<file path="config.mk">
export PLATFORM = sky130hd
export DESIGN_NAME = hwk_wakeup_ctrl
export DESIGN_NICKNAME = d
export VERILOG_FILES = /design/src/hwk_pkg.sv /design/src/hwk_frame_qual.sv /design/src/hwk_wakeup_ctrl.sv
export SDC_FILE = /design/constraint.sdc
export NUM_CORES = 1
export LEC_CHECK = 0
export ABC_AREA = 1
export BUFFER_PORTS_ARGS = -buffer_cell sky130_fd_sc_hd__buf_2
export CORE_MARGIN = 10
export CORE_UTILIZATION = 45
export CTS_BUF_LIST = sky130_fd_sc_hd__clkbuf_8
export DETAILED_ROUTE_END_ITERATION = 10
export PLACE_DENSITY = 0.82
export SLEW_MARGIN = 20
export SYNTH_ARGS = -nofsm -noshare
export SYNTH_HDL_FRONTEND = slang
export SYNTH_SLANG_ARGS = --single-unit
</file>
<file path="constraint.sdc">
create_clock -name pclk -period 1.3 [get_ports pclk]
set_input_delay 0.065 -clock pclk [delete_from_list [all_inputs] [get_ports pclk]]
set_output_delay 0.065 -clock pclk [all_outputs]
set_load 0.01 [all_outputs]
</file>
<file path="src/hwk_pkg.sv">
`default_nettype none
package hwk_pkg;
  // Bus geometry
  localparam int ADDR_W = 8;
  localparam int DATA_W = 32;
  localparam int DA_W   = 48;

  // Register indices; byte address is four times the index
  localparam logic [5:0] IDX_FILTER = 6'h0b;
  localparam logic [5:0] IDX_CSR    = 6'h0c;
  localparam logic [ADDR_W-1:0] ADDR_FILTER = {IDX_FILTER, 2'b00};
  localparam logic [ADDR_W-1:0] ADDR_CSR    = {IDX_CSR, 2'b00};

  // Control/status field positions
  localparam int BIT_GUE  = 9;
  localparam int BIT_WAKE_FRAME_RECEIVED = 6;
  localparam int BIT_MPR  = 5;
  localparam int BIT_WAKE_FRAME_ENABLE = 2;
  localparam int BIT_MAGIC_PACKET_ENABLE = 1;
  localparam logic [DATA_W-1:0] CSR_DEFINED = 32'h0000_0266;
  localparam logic CSR_BIT_RESET = 1'b0;

  // Wake-up frame filter store
  localparam int FILTER_WORDS = 8;
  localparam int PTR_W        = 3;
  localparam logic [PTR_W-1:0] PTR_FIRST = 3'h0;
  localparam logic [PTR_W-1:0] PTR_LAST  = 3'h7;
  localparam logic [DATA_W-1:0] FILTER_RESET = 32'h0000_0000;

  // Group bit of the destination address, first octet on the wire
  localparam int DA_GROUP_BIT = 0;

  // APB slave phase
  typedef enum logic [0:0] {
    HWK_IDLE,
    HWK_ANSWER
  } hwk_apb_e;

  // Decode outcome of a bus address
  typedef enum logic [1:0] {
    HWK_SEL_NONE,
    HWK_SEL_FILTER,
    HWK_SEL_CSR
  } hwk_sel_e;
endpackage
`default_nettype wire

</file>
<file path="src/hwk_frame_qual.sv">
`timescale 1ns/1ps
`default_nettype none
module hwk_frame_qual
  import hwk_pkg::*;
(
  input  wire logic            pclk,
  input  wire logic            presetn,
  input  wire logic            rx_frame_end,
  input  wire logic            rx_frame_ok,
  input  wire logic [DA_W-1:0] rx_dest_addr,
  input  wire logic            rx_magic_seen,
  input  wire logic            rx_filter_hit,
  input  wire logic            global_unicast_wake_enable,
  input  wire logic            wake_frame_enable,
  input  wire logic            magic_packet_enable,
  output logic                 unicast_hit,
  output logic                 wake_frame_hit,
  output logic                 magic_hit
);
  logic frame_valid;

  // Only frames that ended without error may qualify
  assign frame_valid = rx_frame_end & rx_frame_ok;

  always_ff @(posedge pclk or negedge presetn) begin
    if (!presetn) begin
      unicast_hit    <= 1'b0;
      wake_frame_hit <= 1'b0;
      magic_hit      <= 1'b0;
    end else begin
      unicast_hit    <= frame_valid & global_unicast_wake_enable
                        & ~rx_dest_addr[DA_GROUP_BIT];
      wake_frame_hit <= frame_valid & wake_frame_enable
                        & rx_filter_hit;
      magic_hit      <= frame_valid & magic_packet_enable
                        & rx_magic_seen;
    end
  end
endmodule
`default_nettype wire

</file>
<file path="src/hwk_wakeup_ctrl.sv">
// Register access over APB was decided locally.
`timescale 1ns/1ps
`default_nettype none
module hwk_wakeup_ctrl
  import hwk_pkg::*;
(
  input  wire logic                         pclk,
  input  wire logic                         presetn,
  input  wire logic                         psel,
  input  wire logic                         penable,
  input  wire logic                         pwrite,
  input  wire logic [hwk_pkg::ADDR_W-1:0]   paddr,
  input  wire logic [hwk_pkg::DATA_W-1:0]   pwdata,
  output logic      [hwk_pkg::DATA_W-1:0]   prdata,
  output logic                              pready,
  output logic                              pslverr,
  input  wire logic                         digital_reset,
  input  wire logic                         soft_reset,
  input  wire logic                         rx_frame_end,
  input  wire logic                         rx_frame_ok,
  input  wire logic [hwk_pkg::DA_W-1:0]     rx_dest_addr,
  input  wire logic                         rx_magic_seen,
  input  wire logic                         rx_filter_hit,
  input  wire logic                         power_save,
  output logic [hwk_pkg::FILTER_WORDS*hwk_pkg::DATA_W-1:0] wakeup_frame_filter,
  output logic [hwk_pkg::PTR_W-1:0]         filter_write_ptr,
  output logic                              wake_event
);
  import hwk_pkg::*;

  hwk_apb_e           apb_state;
  logic               global_unicast_wake_enable;
  logic               wake_frame_received;
  logic               magic_packet_received;
  logic               wake_frame_enable;
  logic               magic_packet_enable;
  logic [DATA_W-1:0]  filter_entry_word [FILTER_WORDS];
  logic               unicast_hit;
  logic               wake_frame_hit;
  logic               magic_hit;
  logic               access;
  logic               commit;
  logic               wr_csr;
  logic               wr_filter;
  logic               local_reset;
  logic               clr_wake_frame_received;
  logic               clr_mpr;
  logic [DATA_W-1:0]  csr_view;
  logic [PTR_W-1:0]   next_ptr;

  function automatic hwk_sel_e decode(input logic [ADDR_W-1:0] a);
    hwk_sel_e s;
    s = HWK_SEL_NONE;
    if (a == ADDR_FILTER) begin
      s = HWK_SEL_FILTER;
    end else if (a == ADDR_CSR) begin
      s = HWK_SEL_CSR;
    end
    return s;
  endfunction

  // One wait state: read data and error come from flops
  assign access    = psel & penable & (apb_state == HWK_IDLE);
  assign commit    = psel & penable & pready;
  assign wr_csr    = commit & pwrite & (decode(paddr) == HWK_SEL_CSR);
  assign wr_filter = commit & pwrite & (decode(paddr) == HWK_SEL_FILTER);
  assign local_reset = digital_reset | soft_reset;
  assign clr_wake_frame_received  = wr_csr & pwdata[BIT_WAKE_FRAME_RECEIVED];
  assign clr_mpr   = wr_csr & pwdata[BIT_MPR];

  always_comb begin
    csr_view = '0;
    csr_view[BIT_GUE]  = global_unicast_wake_enable;
    csr_view[BIT_WAKE_FRAME_RECEIVED] = wake_frame_received;
    csr_view[BIT_MPR]  = magic_packet_received;
    csr_view[BIT_WAKE_FRAME_ENABLE] = wake_frame_enable;
    csr_view[BIT_MAGIC_PACKET_ENABLE] = magic_packet_enable;
  end

  always_ff @(posedge pclk or negedge presetn) begin
    if (!presetn) begin
      apb_state <= HWK_IDLE;
      pready    <= 1'b0;
    end else begin
      unique case (apb_state)
        HWK_IDLE: begin
          if (psel && penable) begin
            apb_state <= HWK_ANSWER;
            pready    <= 1'b1;
          end
        end
        HWK_ANSWER: begin
          apb_state <= HWK_IDLE;
          pready    <= 1'b0;
        end
      endcase
    end
  end

  always_ff @(posedge pclk or negedge presetn) begin
    if (!presetn) begin
      prdata  <= '0;
      pslverr <= 1'b0;
    end else if (access) begin
      pslverr <= (decode(paddr) == HWK_SEL_NONE);
      // Filter is write-only and reads as zero
      if (!pwrite && decode(paddr) == HWK_SEL_CSR) begin
        prdata <= csr_view;
      end else begin
        prdata <= '0;
      end
    end else if (!psel) begin
      pslverr <= 1'b0;
    end
  end

  // Enables: plain read/write, reserved bits dropped
  always_ff @(posedge pclk or negedge presetn) begin
    if (!presetn) begin
      global_unicast_wake_enable <= CSR_BIT_RESET;
      wake_frame_enable          <= CSR_BIT_RESET;
      magic_packet_enable        <= CSR_BIT_RESET;
    end else if (local_reset) begin
      global_unicast_wake_enable <= CSR_BIT_RESET;
      wake_frame_enable          <= CSR_BIT_RESET;
      magic_packet_enable        <= CSR_BIT_RESET;
    end else if (wr_csr) begin
      global_unicast_wake_enable <= pwdata[BIT_GUE];
      wake_frame_enable          <= pwdata[BIT_WAKE_FRAME_ENABLE];
      magic_packet_enable        <= pwdata[BIT_MAGIC_PACKET_ENABLE];
    end
  end

  // Sticky flags; a hit in the clearing cycle survives the clear
  always_ff @(posedge pclk or negedge presetn) begin
    if (!presetn) begin
      wake_frame_received   <= CSR_BIT_RESET;
      magic_packet_received <= CSR_BIT_RESET;
    end else if (local_reset) begin
      wake_frame_received   <= CSR_BIT_RESET;
      magic_packet_received <= CSR_BIT_RESET;
    end else begin
      wake_frame_received   <= (wake_frame_received & ~clr_wake_frame_received)
                               | wake_frame_hit;
      magic_packet_received <= (magic_packet_received & ~clr_mpr)
                               | magic_hit;
    end
  end

  assign next_ptr = (filter_write_ptr == PTR_LAST) ? PTR_FIRST
                    : filter_write_ptr + 3'h1;

  always_ff @(posedge pclk or negedge presetn) begin
    if (!presetn) begin
      filter_write_ptr <= PTR_FIRST;
    end else if (local_reset) begin
      filter_write_ptr <= PTR_FIRST;
    end else if (wr_filter) begin
      filter_write_ptr <= next_ptr;
    end
  end

  // Filter contents survive digital and soft reset; only the pointer moves
  always_ff @(posedge pclk or negedge presetn) begin
    if (!presetn) begin
      for (int i = 0; i < FILTER_WORDS; i++) begin
        filter_entry_word[i] <= FILTER_RESET;
      end
    end else if (wr_filter) begin
      filter_entry_word[filter_write_ptr] <= pwdata;
    end
  end

  for (genvar g = 0; g < FILTER_WORDS; g++) begin : g_filter_out
    assign wakeup_frame_filter[g*DATA_W +: DATA_W] = filter_entry_word[g];
  end

  hwk_frame_qual u_qual (
    .pclk                       (pclk),
    .presetn                    (presetn),
    .rx_frame_end               (rx_frame_end),
    .rx_frame_ok                (rx_frame_ok),
    .rx_dest_addr               (rx_dest_addr),
    .rx_magic_seen              (rx_magic_seen),
    .rx_filter_hit              (rx_filter_hit),
    .global_unicast_wake_enable (global_unicast_wake_enable),
    .wake_frame_enable          (wake_frame_enable),
    .magic_packet_enable        (magic_packet_enable),
    .unicast_hit                (unicast_hit),
    .wake_frame_hit             (wake_frame_hit),
    .magic_hit                  (magic_hit)
  );

  // Wake only while asleep; awake traffic just updates the flags
  always_ff @(posedge pclk or negedge presetn) begin
    if (!presetn) begin
      wake_event <= 1'b0;
    end else begin
      wake_event <= power_save
                    & (unicast_hit | wake_frame_hit | magic_hit);
    end
  end
endmodule
`default_nettype wire

</file>
Yosys cells after proc, flatten, opt, wreduce, memory -nomap -nowiden
Cells that the tools add are included.

$add $sub $neg: 1. $lt $le $gt $ge: 2. Equality and inequality tests: 8. Muxes and demuxes: 24. Bitwise logic cells: 28. Reduce and logical (&&, ||, !) cells: 7.

Operators with widths (count): $bwmux 256 (1); $demux 32 s3 (1); $mux 32 (1); $and 1x1->1 (18); $eq 8x6->1 const B (2); $mux 1 (12); $mux 10 (1); $mux 3 (3); $mux 2 (3); $or 1x1->1 (5); $eq 2x2->1 const B (2); $ge 4x4->1 const B (1); $lt 4x1->1 const B (1); $ne 2x1->1 const B (2); $not 1->1 (4); $not 3->4 (1); $pmux 1 s2 (2); $reduce_bool 2->1 (2); $add 3x1->3 const B (1); $eq 3x3->1 const B (1); $logic_and 1x1->1 (3); $eq 2x1->1 const B (1); $logic_not 2->1 (1); $logic_not 1->1 (1).

Register bits after elaboration: 303. Bits of input ports: 100. Output and inout port bits: 294.

Logic depth before layout (Yosys ltp)
Depth in word-level cells: 10. Gate-level depth with buffers: 8.

Hierarchy
Synthesis repeated with hierarchy kept, for this count alone.

Cells, all modules: 1003. Area, all modules: 10689.0 µm².

By module, submodules not included: hwk_wakeup_ctrl (instances 1, cells each 992, area each 10583.9 µm², sequential area each 6831.6 µm²); hwk_frame_qual (instances 1, cells each 11, area each 105.1 µm², sequential area each 75.1 µm²).

Worst setup path before layout
Ideal clock, no wire load.

Path kind: reg-to-reg. From: reg pready. To: reg filter_entry_word, in the netlist wakeup_frame_filter[107]. Setup time: 0.125 ns. Arrival time: 1.332 ns. Required time: 1.175 ns. Setup slack: -0.156 ns. Stages on the path, launching flop included: 8. Path buffers: 2. Clock period less this slack: 1.456 ns. Cells stage by stage: dfrtp_1 > nand2_1 > nor2_4 > buf_6 > nand3_4 > buf_6 > nand2_1 > o21ai_2.

Longest elaborated chain between the ends: 3.

Ends and longest elaborated chain: start: declaration (line hwk_wakeup_ctrl.sv:15) `output logic pready,`; start signal: assignment (line hwk_wakeup_ctrl.sv:83) `pready <= 1'b0;`; start signal: assignment (line hwk_wakeup_ctrl.sv:89) `pready <= 1'b1;`; start signal: assignment (line hwk_wakeup_ctrl.sv:94) `pready <= 1'b0;`; $and 1x1->1 (line hwk_wakeup_ctrl.sv:64) `assign commit = psel & penable & pready;`; $and 1x1->1 (2 in a row) (line hwk_wakeup_ctrl.sv:66) `assign wr_filter = commit & pwrite & (decode(paddr) == HWK_SEL_FILTER);`; end signal: indexed assignment (line hwk_wakeup_ctrl.sv:170) `filter_entry_word[filter_write_ptr] <= pwdata;`; end: declaration (line hwk_wakeup_ctrl.sv:37) `logic [DATA_W-1:0] filter_entry_word [FILTER_WORDS];`.

No other way between the ends. A chain may end at the register's enable or synchronous reset.

Final worst setup path
From: reg filter_write_ptr[1] (netlist name). To: reg filter_entry_word, in the netlist wakeup_frame_filter[111].

Longest elaborated chain between the ends: 6. Elaborated cells on any way between the ends: 7. Classes of those cells: order compare: 2; mux: 3; bitwise: 1; reduce/logical: 1.

Ends and longest elaborated chain: start: declaration (line hwk_wakeup_ctrl.sv:26) `output logic [hwk_pkg::PTR_W-1:0] filter_write_ptr,`; start signal: assignment (line hwk_wakeup_ctrl.sv:159) `filter_write_ptr <= next_ptr;`; $not 3->4 (not written as such) (*) (line hwk_wakeup_ctrl.sv:170); $ge 4x4->1 (not written as such) or $lt 4x1->1 (tied branches) (line hwk_wakeup_ctrl.sv:170); $logic_and 1x1->1 (not written as such) (line hwk_wakeup_ctrl.sv:170); $mux 32 (not written as such) (line hwk_wakeup_ctrl.sv:170); $demux 32 s3 (*) (line hwk_wakeup_ctrl.sv:170); $bwmux 256 (*) (line hwk_wakeup_ctrl.sv:170).

Every way passes the cells marked *; elsewhere a longest branch is shown, timed or not.

==> out/metrics.yaml <==
floorplanning:
  die_x_um: 175
  fp.coreArea_sq_um: 23500
  start_util_pct: 45.8
  die_h_um: 175
  dieArea_sq_um: 30500
  num_rows: 56
  ios: 394
run_status:
  violations: "negative setup slack"
  status: "finished, violations left"
drt:
  dr.pass1.iters: 5
  met2_length_mm: 18.4
  routedWlPerCell_um: 21.0
  drtIter0Drc: 807
  vias: 9241
  wl_met3_mm: 3.83
  m1WireLength_mm: 14.0
  ant_nets: 0
  drt_wl_total_mm: 37.4
  top_layer_used: "met4"
  remaining_drc_errors: 0
  viasPerCell: 5.19
final_layout:
  fillers: 1754
  drive_above_1_share_pct: 42.5
  area_growth_pct: 38.9
  final_net_count: 1534
  largest_reg_flops: 256
  final_core_util_pct: 63.7
  diodes: 0
  post-route-cell-area_sq_um: 14900
synth:
  yosysMostFrequentCell: "nand2_1"
  syn_inst: 1002
  ys.flop_type: "dfrtp_1"
  synth_seq_area_share_pct: 64.2
  synth_top_area_share_pct: 64.2
  syn_area_sq_um: 10800
  ys_async_sr_fraction_pct: 100
  yosys-top-cells-count: "291 x nand2_1, 276 x dfrtp_1, 133 x o21ai_1, 71 x o21ai_0, 59 x o21ai_2"
  syn_avg_cell_area_sq_um: 10.7
  synth-edff-count: 0
  synth_top_area_cell: "dfrtp_1"
  synth_seq_cells: 276
  yosysWarnings: 0
  synth_area_leaders: "dfrtp_1 64%, nand2_1 10%, o21ai_1 6.2%"
  synthDistinctLibCells: 25
global_route:
  grt_max_degree: 50
  grt_pass1_wl_mm: 52.3
  track_usage_pct: 21.3
  first_global_vias: 9236
  antenna_found_initial: 0
  overflow: 0
clock_network:
  cts_htree_levels: 2
  insertion_delay_ps: 530
  cts_tree: "done"
  clk_path_buf_depth: 3
  cts_inserted_buffers: 43
  path_clk_slew_ps: 60
  clock-sinks: 276
  cts_root_buffer: "clkbuf_8"
critical_path:
  arrival_ps: 1850
  endpoint_kind: "register"
  path_max_fanout: 7
  worstPathRequired_ps: 1700
  path_class: "register to register"
  worstSetupStartpointType: "register"
power_and_ir_drop:
  cellLeakagePower_nw: 8.04
  pwr_density_cell_nw_per_um2: 1100
  vdd_ir_drop_max_v: 0.000818
  p_total_mw: 16.4
job:
  max-cap-violations: 0
sta:
  post-route-period-util_pct: 111
  finClkSkew_ps: 16.6
  rsz0062_at_grt: "true"
  layout_setup_ws_ps: -148
  slew_viol_final: 0
  finalSetupViolations: 249
  hold_viol_final: 0
  fmax_mhz: 691
  finalSetupTns_ps: -17720
  min_period_ps: 1450
  hold_ws_ps: 35.4
worst_hold_path:
  hold_path.class: "primary input to async pin"
place:
  gp_congestion: 0.795
  placed_area_sq_um: 12700
  io_buffer_count: 319
  dp_hpwl_mm: 23.0
## path summary, 6_finish.rpt
path                       cells past startpoint           startpoint  slack [ps]                       end
min in group pclk                              6             paddr[4]          40                   pslverr
max in group asynchronous                      3              presetn         610  wakeup_frame_filter[131]
setup reg to reg                               8  filter_write_ptr[1]        -150  wakeup_frame_filter[111]
hold reg to reg                                1            apb_state         420                    pready
setup / recovery                               8  filter_write_ptr[1]        -150  wakeup_frame_filter[111]
hold / removal                                 2              presetn          40                 prdata[6]
## repair_timing
item	4_1_cts	5_1_grt
buffers inserted	2	8
endpoints found under the hold margin	490	0
pin swaps	5	7
setup endpoints to repair	257	267
resized for setup	21	138
hold buffers	46	0
cloned	2	18
## layout by cell type (no fill, tap or decap), types with 2 or more instances in the layout
cell,Yosys,layout
buf_8,0,2
clkinvlp_4,0,3
o21ai_0,71,41
clkbuf_8,0,50
dfrtp_2,0,3
inv_1,43,59
nand3_1,9,9
buf_6,37,11
conb_1,1,27
nor2_4,2,5
clkbuf_16,0,12
ha_1,2,2
nor2_2,2,7
nand2_1,291,225
buf_16,0,2
nand3_4,6,7
buf_4,27,23
nor2_1,16,8
nand2_2,1,53
a21oi_1,3,3
nand3_2,3,2
nand2_4,0,14
dfrtp_1,276,273
o21ai_1,133,140
inv_2,0,2
buf_12,1,23
buf_2,2,317
dlygate4sd3_1,0,46
nand4_1,4,4
o21ai_2,59,82
## critical path: stages, from the launching register on
cell       delay [ps]
dfrtp_2           430
buf_4             130
nand2_2            80
nor2_4            140
nand3_4            80
buf_12            160
clkbuf_16         170
nand2_1            70
o21ai_2            50
## metrics by stage
| stage | worst slack [ps] | instances |
|---|---|---|
| global route | -207 | 1779 |
| floorplan | -144 | 1028 |
| finish | -148 | 1779 |
| global placement | -44.2 | 1631 |
| detailed placement | -131 | 1631 |
| CTS | -95.5 | 1754 |
## final cells by class
type / instances / area, sq um / area share (%)
Clock buffer: 50 / 688 / 4.61
Timing Repair Buffer: 436 / 3190 / 21.3
Tap cell: 319 / 399 / 2.67
Sequential cell: 276 / 6910 / 46.2
Clock inverter: 23 / 124 / 0.829
Multi-Input combinational cell: 632 / 3470 / 23.2
Inverter: 43 / 164 / 1.10
## layer usage
layer / GRT usage, % / up-vias
li1: - / 4125
met1: 25.0 / 4517
met2: 35.8 / 509
met3: 6.98 / 90
met4: 7.67 / 0
met5: 0 / -
## power by group
part	internal, mW	total, mW	switching (mW)	leakage (nW)
Clock	3.67	6.98	3.30	0.475
Sequential	8.61	8.62	0.0128	3.85
Combinational	0.243	0.775	0.533	3.71
## cells by family (layout without fill, tap and decap cells)
| family | after synthesis | in the layout | share of synthesized area, % |
|---|---|---|---|
| AND/OR/NAND/NOR | 336 | 336 | 13.2 |
| flip-flops | 276 | 276 | 64.2 |
| buffers and inverters | 120 | 552 | 7.88 |
| other | 1 | 27 | 0.0349 |
| adder cells (fa/ha/maj) | 2 | 2 | 0.233 |
| AO/OA/AOI/OAI | 267 | 267 | 14.5 |
(Power assumes the default switching activity.)
